==> src/logic/datp_consts.svh <==
// Constants for the data port byte lane block
`ifndef DATP_CONSTS_SVH
`define DATP_CONSTS_SVH

`define DATP_ASCII_LO 8'h20
`define DATP_ASCII_HI 8'h7e
`define DATP_ASCII_SUB 8'h20
`define DATP_BIN_PAD 8'h00
`define DATP_LEN_ZERO 16'h0000
`define DATP_LEN_ONE 16'h0001
`define DATP_WORD_ZERO 16'h0000

`endif

==> src/logic/datp_pkg.sv <==
// Types for the data port byte lane block
package datp_pkg;

  typedef enum logic [1:0] {
    DATP_MODE_PIO16 = 2'b00,
    DATP_MODE_PIO8 = 2'b01,
    DATP_MODE_DMA = 2'b10
  } datp_mode_t;

  typedef enum logic [1:0] {
    DATP_IDLE = 2'b00,
    DATP_FILL = 2'b01,
    DATP_PRESENT = 2'b10
  } datp_state_t;

  typedef struct packed {
    datp_state_t state;
    datp_mode_t mode;
    logic ascii;
    logic [15:0] remain;
    logic bsy;
    logic drq;
    logic dmarq;
    logic [15:0] dd_out;
    logic dd_oe_n;
    logic in_ready;
    logic char_err;
    logic done;
    logic stb_s1;
    logic stb_s2;
    logic stb_s3;
    logic ack_s1;
    logic ack_s2;
  } datp_port_st_t;

  typedef struct packed {
    logic lane;
    logic [15:0] word;
    logic full;
  } datp_pack_st_t;

endpackage : datp_pkg

==> src/logic/datp_pack.sv <==
// Byte to word lane packer for the data port
`timescale 1ns/10ps
`include "datp_consts.svh"

module datp_pack (
  // Clock and reset
  input wire logic clk,
  input wire logic srst,
  // Control
  input wire logic clr,
  input wire logic take,
  input wire logic pop,
  input wire logic wide,
  input wire logic ascii,
  input wire logic last,
  input wire logic [7:0] byte_in,
  // Result
  output logic [15:0] word,
  output logic full,
  output logic lane
);

  datp_pkg::datp_pack_st_t st;
  datp_pkg::datp_pack_st_t next_st;

  // Lane placement and fill state
  always_comb begin
    next_st = st;
    if (pop) begin
      next_st.full = 1'b0;
      next_st.lane = 1'b0;
    end
    if (take) begin
      if (!wide) begin
        next_st.word = {`DATP_BIN_PAD, byte_in};
        next_st.full = 1'b1;
      end else if (!st.lane) begin
        // First byte of a word; unused half holds the pad value
        if (ascii) begin
          next_st.word = {byte_in, `DATP_ASCII_SUB};
        end else begin
          next_st.word = {`DATP_BIN_PAD, byte_in};
        end
        next_st.lane = 1'b1;
        next_st.full = last;
      end else begin
        if (ascii) begin
          next_st.word[7:0] = byte_in;
        end else begin
          next_st.word[15:8] = byte_in;
        end
        next_st.lane = 1'b0;
        next_st.full = 1'b1;
      end
    end
    if (clr) begin
      next_st.lane = 1'b0;
      next_st.full = 1'b0;
    end
    if (srst) begin
      next_st.lane = 1'b0;
      next_st.word = `DATP_WORD_ZERO;
      next_st.full = 1'b0;
    end
  end

  // State register
  always_ff @(posedge clk) begin
    st <= next_st;
  end

  assign word = st.word;
  assign full = st.full;
  assign lane = st.lane;

  // Lane checks
  even_low_lane_a: assert property (@(posedge clk) disable iff (srst)
    take && wide && !ascii && !st.lane && !clr |=> st.word[7:0] == $past(byte_in))
    else $error("even byte not on low lane");
  odd_high_lane_a: assert property (@(posedge clk) disable iff (srst)
    take && wide && !ascii && st.lane && !clr |=> st.word[15:8] == $past(byte_in) && st.full)
    else $error("odd byte not on high lane");
  narrow_byte_a: assert property (@(posedge clk) disable iff (srst)
    take && !wide && !clr |=> st.full && st.word == {`DATP_BIN_PAD, $past(byte_in)})
    else $error("narrow transfer not one low byte");
  string_swap_a: assert property (@(posedge clk) disable iff (srst)
    take && wide && ascii && !st.lane && !clr |=> st.word[15:8] == $past(byte_in))
    else $error("string first char not on high lane");
  restart_lane_a: assert property (@(posedge clk) disable iff (srst)
    clr |=> !st.lane && !st.full)
    else $error("lane index not restarted");

endmodule : datp_pack

==> src/logic/datp_port.sv <==
// Device end of the parallel data port: byte lane order, PIO and DMA
//
// Function
// PIO word moves only when ready and requesting
// PIO is 16-bit; optional 8-bit low lane
// DMA moves only with request and acknowledge
// DMA always uses full 16-bit width
// Each acknowledge is a burst, one word minimum
// A DRQ block holds at least one byte
// Even byte low lane, odd byte high
// 8-bit PIO: one byte, low lane, ascending
// String characters only 20h through 7Eh
// Strings: earlier character on high lane
// Byte index restarts each block or burst
`timescale 1ns/10ps
`include "datp_consts.svh"

module datp_port (
  // Clock and reset
  input wire logic clk,
  input wire logic srst,
  // Block request from the device core
  input wire logic blk_start,
  input wire logic [15:0] blk_len,
  input wire datp_pkg::datp_mode_t blk_mode,
  input wire logic blk_ascii,
  // Byte stream from the device core
  input wire logic [7:0] in_byte,
  input wire logic in_valid,
  output logic in_ready,
  // Host pins, asynchronous
  input wire logic hstb_n,
  input wire logic dmack_n,
  // Device pins
  output logic [15:0] dd_out,
  output logic dd_oe_n,
  output logic bsy,
  output logic drq,
  output logic dmarq,
  // Status to the device core
  output logic blk_done,
  output logic char_err
);

  datp_pkg::datp_port_st_t st;
  datp_pkg::datp_port_st_t next_st;
  logic [15:0] pk_word;
  logic pk_full;
  logic pk_lane;
  logic pk_clr;
  logic take;
  logic wide;
  logic last;
  logic stb_fall;
  logic xfer;
  logic [7:0] clean_byte;

  // Printable string character check
  function automatic logic datp_printable(input logic [7:0] b);
    datp_printable = (b >= `DATP_ASCII_LO) && (b <= `DATP_ASCII_HI);
  endfunction : datp_printable

  // Control terms shared by the packer and the state update
  always_comb begin
    take = st.in_ready && in_valid;
    wide = (st.mode != datp_pkg::DATP_MODE_PIO8);
    last = (st.remain == `DATP_LEN_ONE);
    pk_clr = (st.state == datp_pkg::DATP_IDLE) && blk_start;
    stb_fall = !st.stb_s2 && st.stb_s3;
    if (st.mode == datp_pkg::DATP_MODE_DMA) begin
      xfer = (st.state == datp_pkg::DATP_PRESENT) && st.dmarq && !st.ack_s2 && stb_fall;
    end else begin
      xfer = (st.state == datp_pkg::DATP_PRESENT) && st.drq && !st.bsy && stb_fall;
    end
    // Out of range string characters become spaces
    if (st.ascii && !datp_printable(in_byte)) begin
      clean_byte = `DATP_ASCII_SUB;
    end else begin
      clean_byte = in_byte;
    end
  end

  // Lane packer
  datp_pack u_pack (
    .clk(clk),
    .srst(srst),
    .clr(pk_clr),
    .take(take),
    .pop(xfer),
    .wide(wide),
    .ascii(st.ascii),
    .last(last),
    .byte_in(clean_byte),
    .word(pk_word),
    .full(pk_full),
    .lane(pk_lane)
  );

  // Next state
  always_comb begin
    next_st = st;
    next_st.done = 1'b0;
    // Two flop synchronisers plus one edge stage
    next_st.stb_s1 = hstb_n;
    next_st.stb_s2 = st.stb_s1;
    next_st.stb_s3 = st.stb_s2;
    next_st.ack_s1 = dmack_n;
    next_st.ack_s2 = st.ack_s1;
    case (st.state)
      datp_pkg::DATP_IDLE: begin
        next_st.bsy = 1'b1;
        next_st.drq = 1'b0;
        next_st.dmarq = 1'b0;
        next_st.dd_oe_n = 1'b1;
        // Empty blocks are dropped
        if (blk_start && blk_len != `DATP_LEN_ZERO) begin
          next_st.mode = blk_mode;
          next_st.ascii = blk_ascii;
          next_st.remain = blk_len;
          next_st.char_err = 1'b0;
          next_st.in_ready = 1'b1;
          next_st.state = datp_pkg::DATP_FILL;
        end
      end
      datp_pkg::DATP_FILL: begin
        if (take) begin
          next_st.remain = st.remain - `DATP_LEN_ONE;
          if (st.ascii && !datp_printable(in_byte)) begin
            next_st.char_err = 1'b1;
          end
          // Word complete: stop taking and present it
          if (!wide || pk_lane || last) begin
            next_st.in_ready = 1'b0;
            next_st.state = datp_pkg::DATP_PRESENT;
          end
        end
      end
      datp_pkg::DATP_PRESENT: begin
        next_st.dd_out = pk_word;
        if (st.mode == datp_pkg::DATP_MODE_DMA) begin
          next_st.dmarq = 1'b1;
          next_st.dd_oe_n = st.ack_s2;
        end else begin
          next_st.bsy = 1'b0;
          next_st.drq = 1'b1;
          next_st.dd_oe_n = 1'b0;
        end
        // Word taken by the host; request stays up until then
        if (xfer) begin
          next_st.bsy = 1'b1;
          next_st.drq = 1'b0;
          next_st.dmarq = 1'b0;
          next_st.dd_oe_n = 1'b1;
          if (st.remain == `DATP_LEN_ZERO) begin
            next_st.done = 1'b1;
            next_st.state = datp_pkg::DATP_IDLE;
          end else begin
            next_st.in_ready = 1'b1;
            next_st.state = datp_pkg::DATP_FILL;
          end
        end
      end
      default: begin
        next_st.state = datp_pkg::DATP_IDLE;
      end
    endcase
    if (srst) begin
      next_st.state = datp_pkg::DATP_IDLE;
      next_st.mode = datp_pkg::DATP_MODE_PIO16;
      next_st.ascii = 1'b0;
      next_st.remain = `DATP_LEN_ZERO;
      next_st.bsy = 1'b1;
      next_st.drq = 1'b0;
      next_st.dmarq = 1'b0;
      next_st.dd_out = `DATP_WORD_ZERO;
      next_st.dd_oe_n = 1'b1;
      next_st.in_ready = 1'b0;
      next_st.char_err = 1'b0;
      next_st.done = 1'b0;
      next_st.stb_s1 = 1'b1;
      next_st.stb_s2 = 1'b1;
      next_st.stb_s3 = 1'b1;
      next_st.ack_s1 = 1'b1;
      next_st.ack_s2 = 1'b1;
    end
  end

  // State register
  always_ff @(posedge clk) begin
    st <= next_st;
  end

  // Outputs come straight from the state register
  assign in_ready = st.in_ready;
  assign dd_out = st.dd_out;
  assign dd_oe_n = st.dd_oe_n;
  assign bsy = st.bsy;
  assign drq = st.drq;
  assign dmarq = st.dmarq;
  assign blk_done = st.done;
  assign char_err = st.char_err;

  // Protocol checks
  pio_move_gate_a: assert property (@(posedge clk) disable iff (srst)
    xfer && st.mode != datp_pkg::DATP_MODE_DMA |-> drq && !bsy ##1 !drq && bsy)
    else $error("PIO word moved outside ready and request");
  narrow_upper_zero_a: assert property (@(posedge clk) disable iff (srst)
    drq && st.mode == datp_pkg::DATP_MODE_PIO8 |-> dd_out[15:8] == `DATP_BIN_PAD)
    else $error("8-bit PIO drove the high lane");
  dma_move_gate_a: assert property (@(posedge clk) disable iff (srst)
    !dd_oe_n && st.mode == datp_pkg::DATP_MODE_DMA |-> dmarq && !$past(st.ack_s2))
    else $error("DMA data driven without both handshakes");
  dma_full_width_a: assert property (@(posedge clk) disable iff (srst)
    dmarq |-> st.mode == datp_pkg::DATP_MODE_DMA && !drq && wide)
    else $error("DMA request outside 16-bit DMA mode");
  dma_request_holds_a: assert property (@(posedge clk) disable iff (srst)
    dmarq && !xfer |=> dmarq)
    else $error("DMA request dropped before a word moved");
  block_has_byte_a: assert property (@(posedge clk) disable iff (srst)
    $rose(st.state == datp_pkg::DATP_PRESENT) |-> pk_full ##1 (drq || dmarq))
    else $error("request raised with no byte gathered");
  string_printable_a: assert property (@(posedge clk) disable iff (srst)
    !dd_oe_n && st.ascii |-> datp_printable(dd_out[15:8]) && datp_printable(dd_out[7:0]))
    else $error("string character out of printable range");
  word_order_a: assert property (@(posedge clk) disable iff (srst)
    $rose(st.state == datp_pkg::DATP_PRESENT) |=> dd_out == $past(pk_word))
    else $error("presented word differs from packed word");
  block_restart_a: assert property (@(posedge clk) disable iff (srst)
    pk_clr |=> !pk_lane && st.remain == $past(blk_len) || $past(blk_len) == `DATP_LEN_ZERO)
    else $error("block did not restart at byte zero");

  // Main scenarios
  pio16_word_c: cover property (@(posedge clk) disable iff (srst)
    xfer && st.mode == datp_pkg::DATP_MODE_PIO16);
  pio8_byte_c: cover property (@(posedge clk) disable iff (srst)
    xfer && st.mode == datp_pkg::DATP_MODE_PIO8);
  dma_word_c: cover property (@(posedge clk) disable iff (srst)
    xfer && st.mode == datp_pkg::DATP_MODE_DMA);
  string_block_c: cover property (@(posedge clk) disable iff (srst)
    st.done && st.ascii);

endmodule : datp_port

==> config.mk <==
export PLATFORM = sky130hd
export DESIGN_NAME = datp_port
export DESIGN_NICKNAME = d
export VERILOG_FILES = /design/src/logic/datp_pkg.sv /design/src/logic/datp_pack.sv /design/src/logic/datp_port.sv
export VERILOG_INCLUDE_DIRS = /design/src /design/src/logic
export SDC_FILE = /design/constraint.sdc
export NUM_CORES = 1
export LEC_CHECK = 0
export BUFFER_PORTS_ARGS = -buffer_cell sky130_fd_sc_hd__buf_2
export CORE_UTILIZATION = 60
export DETAILED_ROUTE_END_ITERATION = 12
export GPL_ROUTABILITY_DRIVEN = 0
export PLACE_DENSITY = 0.85
export SYNTH_ARGS = -nofsm -noshare
export SYNTH_HDL_FRONTEND = slang
export SYNTH_SLANG_ARGS = --single-unit
==> constraint.sdc <==
create_clock -name clk -period 5.8 [get_ports clk]
set_clock_uncertainty 0.2 [all_clocks]
set_input_delay 0.29 -clock clk [delete_from_list [all_inputs] [get_ports clk]]
set_output_delay 0.29 -clock clk [all_outputs]
set_load 0.1 [all_outputs]
After elaboration in Yosys (flattened, before gate mapping)

Cells that the tools add are included.

Output and inout port bits: 23
Register bits: 66

Add/subtract/negate cells: 1
Bitwise operators: 2
Magnitude comparators: 2
Multiplexer cells: 34
Eq/ne operators: 15
Reductions and logical operators: 36

Operator list:

| cell                    | number |
|---|---|
| $mux W18                | 2 |
| $mux W16                | 2 |
| $pmux W16 S2            | 1 |
| $mux W8                 | 3 |
| $mux W21                | 1 |
| $mux W17                | 1 |
| $eq A16 B1 Y1 const B   | 1 |
| $logic_not A16 Y1       | 1 |
| $reduce_bool A16 Y1     | 1 |
| $sub A16 B1 Y16 const B | 1 |
| $mux W2                 | 7 |
| $logic_and A1 B1 Y1     | 12 |
| $mux W1                 | 11 |
| $reduce_and A2 Y1       | 5 |
| $ge A8 B6 Y1 const B    | 1 |
| $le A8 B7 Y1 const B    | 1 |
| $ne A2 B2 Y1 const B    | 4 |
| $reduce_and A4 Y1       | 2 |
| $ne A2 B1 Y1 const B    | 3 |
| $ne A3 B3 Y1 const B    | 2 |
| $pmux W2 S3             | 1 |
| $pmux W3 S2             | 1 |
| $reduce_and A6 Y1       | 1 |
| $logic_not A1 Y1        | 5 |
| other kinds (15)        | 20 |

Logic depth before layout (Yosys ltp)

Word-level depth: 9
Mapped depth: 7
Gate-level depth less buffers: 7

Hierarchy

From an unflattened synthesis, not the netlist that was laid out.

Cell total of the unflattened synthesis: 421
Area total of the unflattened synthesis: 3,339.5 µm²

Modules (own cells, without submodules):

| module    | cells each | times used | area each (µm²) |
|---|---|---|---|
| datp_port | 331        | 1          | 2,542.4 |
| datp_pack | 90         | 1          | 797.0 |

Least setup slack after synthesis

No wires, ideal clock.

Path type: reg-to-reg
From: register st[32] (netlist bit)
To: register st[43] (netlist bit)
Path buffers: 1
Library setup time: 0.117 ns
Stages on the path, launching flop included: 7
Arrival: 2.261 ns
Path slack: 3.221 ns
Cell sequence: dfxtp_1 or4_4 or4_1 clkbuf_2 or4_1 a21o_1 a32o_1

Cells in the longest elaborated chain, start to end: 3

Ends and longest elaborated chain:

| item                      | line             | text |
|---|---|---|
| from (decl)               | datp_port.sv:45  | `datp_pkg::datp_port_st_t st;` |
| from (signal assigned)    | datp_port.sv:190 | `st <= next_st;` |
| $sub A16 B1 Y16 (no line) | -                |  |
| $mux W16                  | datp_port.sv:126 | `if (take) begin` |
| $pmux W16 S2              | datp_port.sv:109 | `case (st.state)` |

Every way passes these cells. The select of a mux whose other input is x is not followed.
A chain may end at the register's enable or synchronous reset.

Final worst setup path

From: register st[47] (netlist bit)
To: register st[33] (netlist bit)

Cells in the longest elaborated chain, start to end: 3

Ends and longest elaborated chain:

| item                                                 | line |
|---|---|
| $eq A2 B1 Y1 or $logic_not A2 Y1 (tied branches)     | datp_port.sv:109 |
| $ne A2 B2 Y1 (no line), or another cell as far along | - |
| $reduce_and A3 Y1 (no line)                          | - |

Parallel ways exist; a longest one is shown, timed or not.

==> summary.txt <==
Yosys
  – Post-synth ARST share: 0
  – Mux contribution to synthesized area: 0.0129
  – #FFs+latches synth: 66
  – Yosys top cell area share: 0.425
  – Synth Cell Area: 3110 µm²
  – Syn Area/Cell: 7.97 µm²
  – Netlist cell types: 45
  – Synth Area in Simple Gates: 0.244
  – Net count after synthesis: 426
  – Ys Warns: 0
  – Top cells by area, synth: dfxtp_1 (43%), nand2_1 (6.3%), a21oi_1 (6.1%), o21ai_0 (3.9%), buf_4 (3.9%)
  – Adder-cell share of the synthesized area: 0.0121
  – Sequential-to-total area share from yosys stat: 0.425
  – Leading area contributor after synthesis: dfxtp_1
  – Most used DFF post-synth: dfxtp_1
  – EDFF count, synth: 0
  – Synth Area in XOR/XNOR: 0.00845
  – Synthesized instance count: 390
  – Compound-Gate Fraction of Synth Area: 0.219
  – Largest family of logic cells by synthesized area: simple AND/OR/NAND/NOR gates

Setup path
  – CP max FO: 21
  – CP max stage delay: 1.02 ns
  – CP Class: reg -> reg
  – CP Capture Type: flop
  – CP Cell Sequence: nand2b_1 > nor2_1 > a21oi_1 > o21ai_0 > a21oi_1
  – Crit path launch: st[47]$_SDFFE_PP0P_
  – Most used cell, CP: a21oi_1
  – Crit path launch type: flop
  – Critical Path AT: 3.12 ns
  – Worst path slowest cell: a21oi_1
  – Reg2reg start: st[47]$_SDFFE_PP0P_
  – Req. time, crit path: 5.85 ns

Die
  – Core Footprint: 4850 µm²
  – Full die area: 5470 µm²
  – Num ports: 56
  – Die Span Y: 74.0 µm
  – Die Width: 74.0 µm
  – Site Rows: 25
  – Starting density of the core: 0.641

Global route
  – Vias in the first global route: 2,573
  – GRT Util Overall: 0.278
  – Pin count of the biggest net entering global routing: 64
  – First-pass GRT wire length: 11.7 mm
  – Grt total ovfl: 0
  – Initial antenna violation count: 0

STA
  – Fin. Hold Viols: 0
  – F_max: 326 MHz
  – Fin. max-slew vios: 0
  – Setup TNS Final: 0 ns
  – Tcrit/Tclk final: 0.529
  – Final setup viols: 0
  – Worst Tran Pin Value: 1.27 ns
  – RSZ-0062 raised after global routing: no
  – Setup WS post-layout: 2.73 ns
  – Tmin final: 3.07 ns
  – Max-slew headroom: 0.152

Clocking
  – CTS tree: yes
  – Clock transition at path regs: 0.07 ns
  – CTS Buffer Depth: 2
  – Root buffer cell: clkbuf_8
  – Clk sinks: 66
  – Cts repair resizes: 0
  – H-Tree Depth: 3
  – Setup bufs post-CTS: 0
  – Worst-skew pair later-pin latency: 0.33 ns
  – CTS Buf Count: 9
  – Hold_buf cts: 4

Power
  – P_sw: 0.357 mW
  – Switching portion of total power: 0.319
  – Seq pwr share: 0.463
  – Final Power: 1.12 mW
  – Internal: 0.763 mW
  – Pwr/cell area: 321 nW/µm²
  – Combinational share of power: 0.226
  – Static Leak: 1.41 nW
  – VDD IR max: 0.208 mV
  – Clk pwr share: 0.311

Drt
  – Vias: 2,944
  – Total wire length: 7.20 mm
  – Residual DRC: 0
  – Antenna Nets Post-Route: 0
  – Average wire per standard cell: 14.6 µm
  – 1st-iter DRT viols: 263
  – Total iterations of the first detailed-routing run: 5
  – Vias per cell: 5.98

Cells and area
  – Post-route cell area: 3480 µm²
  – Final #Nets: 458
  – Layout cell share with drive strength beyond 1: 0.191
  – Post-Route Utilization: 0.719
  – Area delta synth->final: 12.1%
  – Antenna cells: 0

Placed design
  – Place WS: 2.88 ns
  – Number of buffers added on ports: 55
  – DP Wirelength: 4.84 mm
  – Area after DPL: 3270 µm²

Min path
  – Worst min-delay path category: in -> reg
  – Source of the worst hold timing path: blk_mode[0]

Run
  – Max-Cap Viols: 0

Status
  – Status: complete, no violations
[power by group through the flow]
stage | sequential, mW | combinational, mW | clock, mW
floorplan | 0.524 | 0.191 | 0
global placement | 0.524 | 0.245 | 0
detailed placement | 0.526 | 0.246 | 0
CTS | 0.516 | 0.251 | 0.355
global route | 0.522 | 0.282 | 0.371
finish | 0.518 | 0.253 | 0.348
[layer usage]
layer	GRT usage	vias up	share of wire
met1	0.375	1360	0.44
met4	0.126	0	0.014
met5	0	-	0
li1	-	1424	-
met2	0.427	150	0.47
met3	0.0623	10	0.081
[metrics by stage]
step	std cells	hold slack [ns]
after CTS	492	0.0168
after detailed placement	474	0.197
after floorplan	390	0.189
final	492	0.0271
after global placement	474	0.190
after global routing	492	0.0383
[cells by family (layout without fill, tap and decap cells)]
group | Yosys count | in the layout
AOI/OAI and AO/OA | 110 | 110
xor gates and xnor gates | 3 | 3
adders and majority gates | 3 | 3
buffers and inverters | 49 | 84
DFF | 66 | 66
muxes | 4 | 4
and+or+nand+nor | 155 | 155
[placed cells by master, fill, tap and decap left out, types with 8 or more instances in the layout]
cell type,Yosys,layout
dfxtp_1,66,66
nor2b_1,9,9
clkbuf_8,0,12
nand3_1,8,8
nor4_1,8,8
nand2_1,52,52
a22oi_1,12,12
a21oi_1,38,38
nor3_1,12,12
buf_2,0,55
nor2_1,30,30
inv_1,10,10
o21ai_0,24,24
[layout make-up]
cell class                      instances  area (µm²)
Multi-Input combinational cell        275        1540
Timing Repair Buffer                   60         323
Tap cell                               67        83.8
Sequential cell                        66        1320
Fill cell                             406        1360
Clock buffer                           12         165
Inverter                               10        37.5
Clock inverter                          2        12.5
[worst paths after layout]
kind	slack (ns)	depth (start not counted)	endpoint
worst max-delay path	2.73	5	st[33]$_SDFFE_PP0P_
worst min-delay path	0.03	3	st[45]$_SDFFE_PP0P_
worst max register to register	2.73	5	st[33]$_SDFFE_PP0P_
worst min register to register	0.21	1	st[3]$_SDFF_PP1_
[cell usage after synthesis, drive strengths merged, types with 3 or more instances]
| cell type | count |
|---|---|
| a211oi | 7 |
| a21o | 4 |
| a21oi | 38 |
| a221oi | 4 |
| a22oi | 12 |
| a31oi | 4 |
| and3 | 5 |
| buf | 16 |
| clkbuf | 23 |
| dfxtp | 66 |
| ha | 3 |
| inv | 10 |
| mux2i | 4 |
| nand2 | 52 |
| nand2b | 7 |
| nand3 | 8 |
| nand4 | 4 |
| nor2 | 30 |
| nor2b | 9 |
| nor3 | 12 |
| nor4 | 8 |
| o21ai | 25 |
| o31ai | 4 |
| or2 | 7 |
| or3 | 4 |
| or4 | 5 |
[state kept, by name, summed over array words and instances, names as in the netlist]
name	flops
st	26
dd_out	16
u_pack.word	16
blk_done	1
bsy	1
char_err	1
dd_oe_n	1
dmarq	1
drq	1
in_ready	1
u_pack.lane	1
[critical path, delay by kind of cell, from the launching register on]
family	cells	cell delay (ns)
compound gates	3	1.44
simple gates	2	0.83
flops	1	0.52
(Power assumes the default switching activity.)
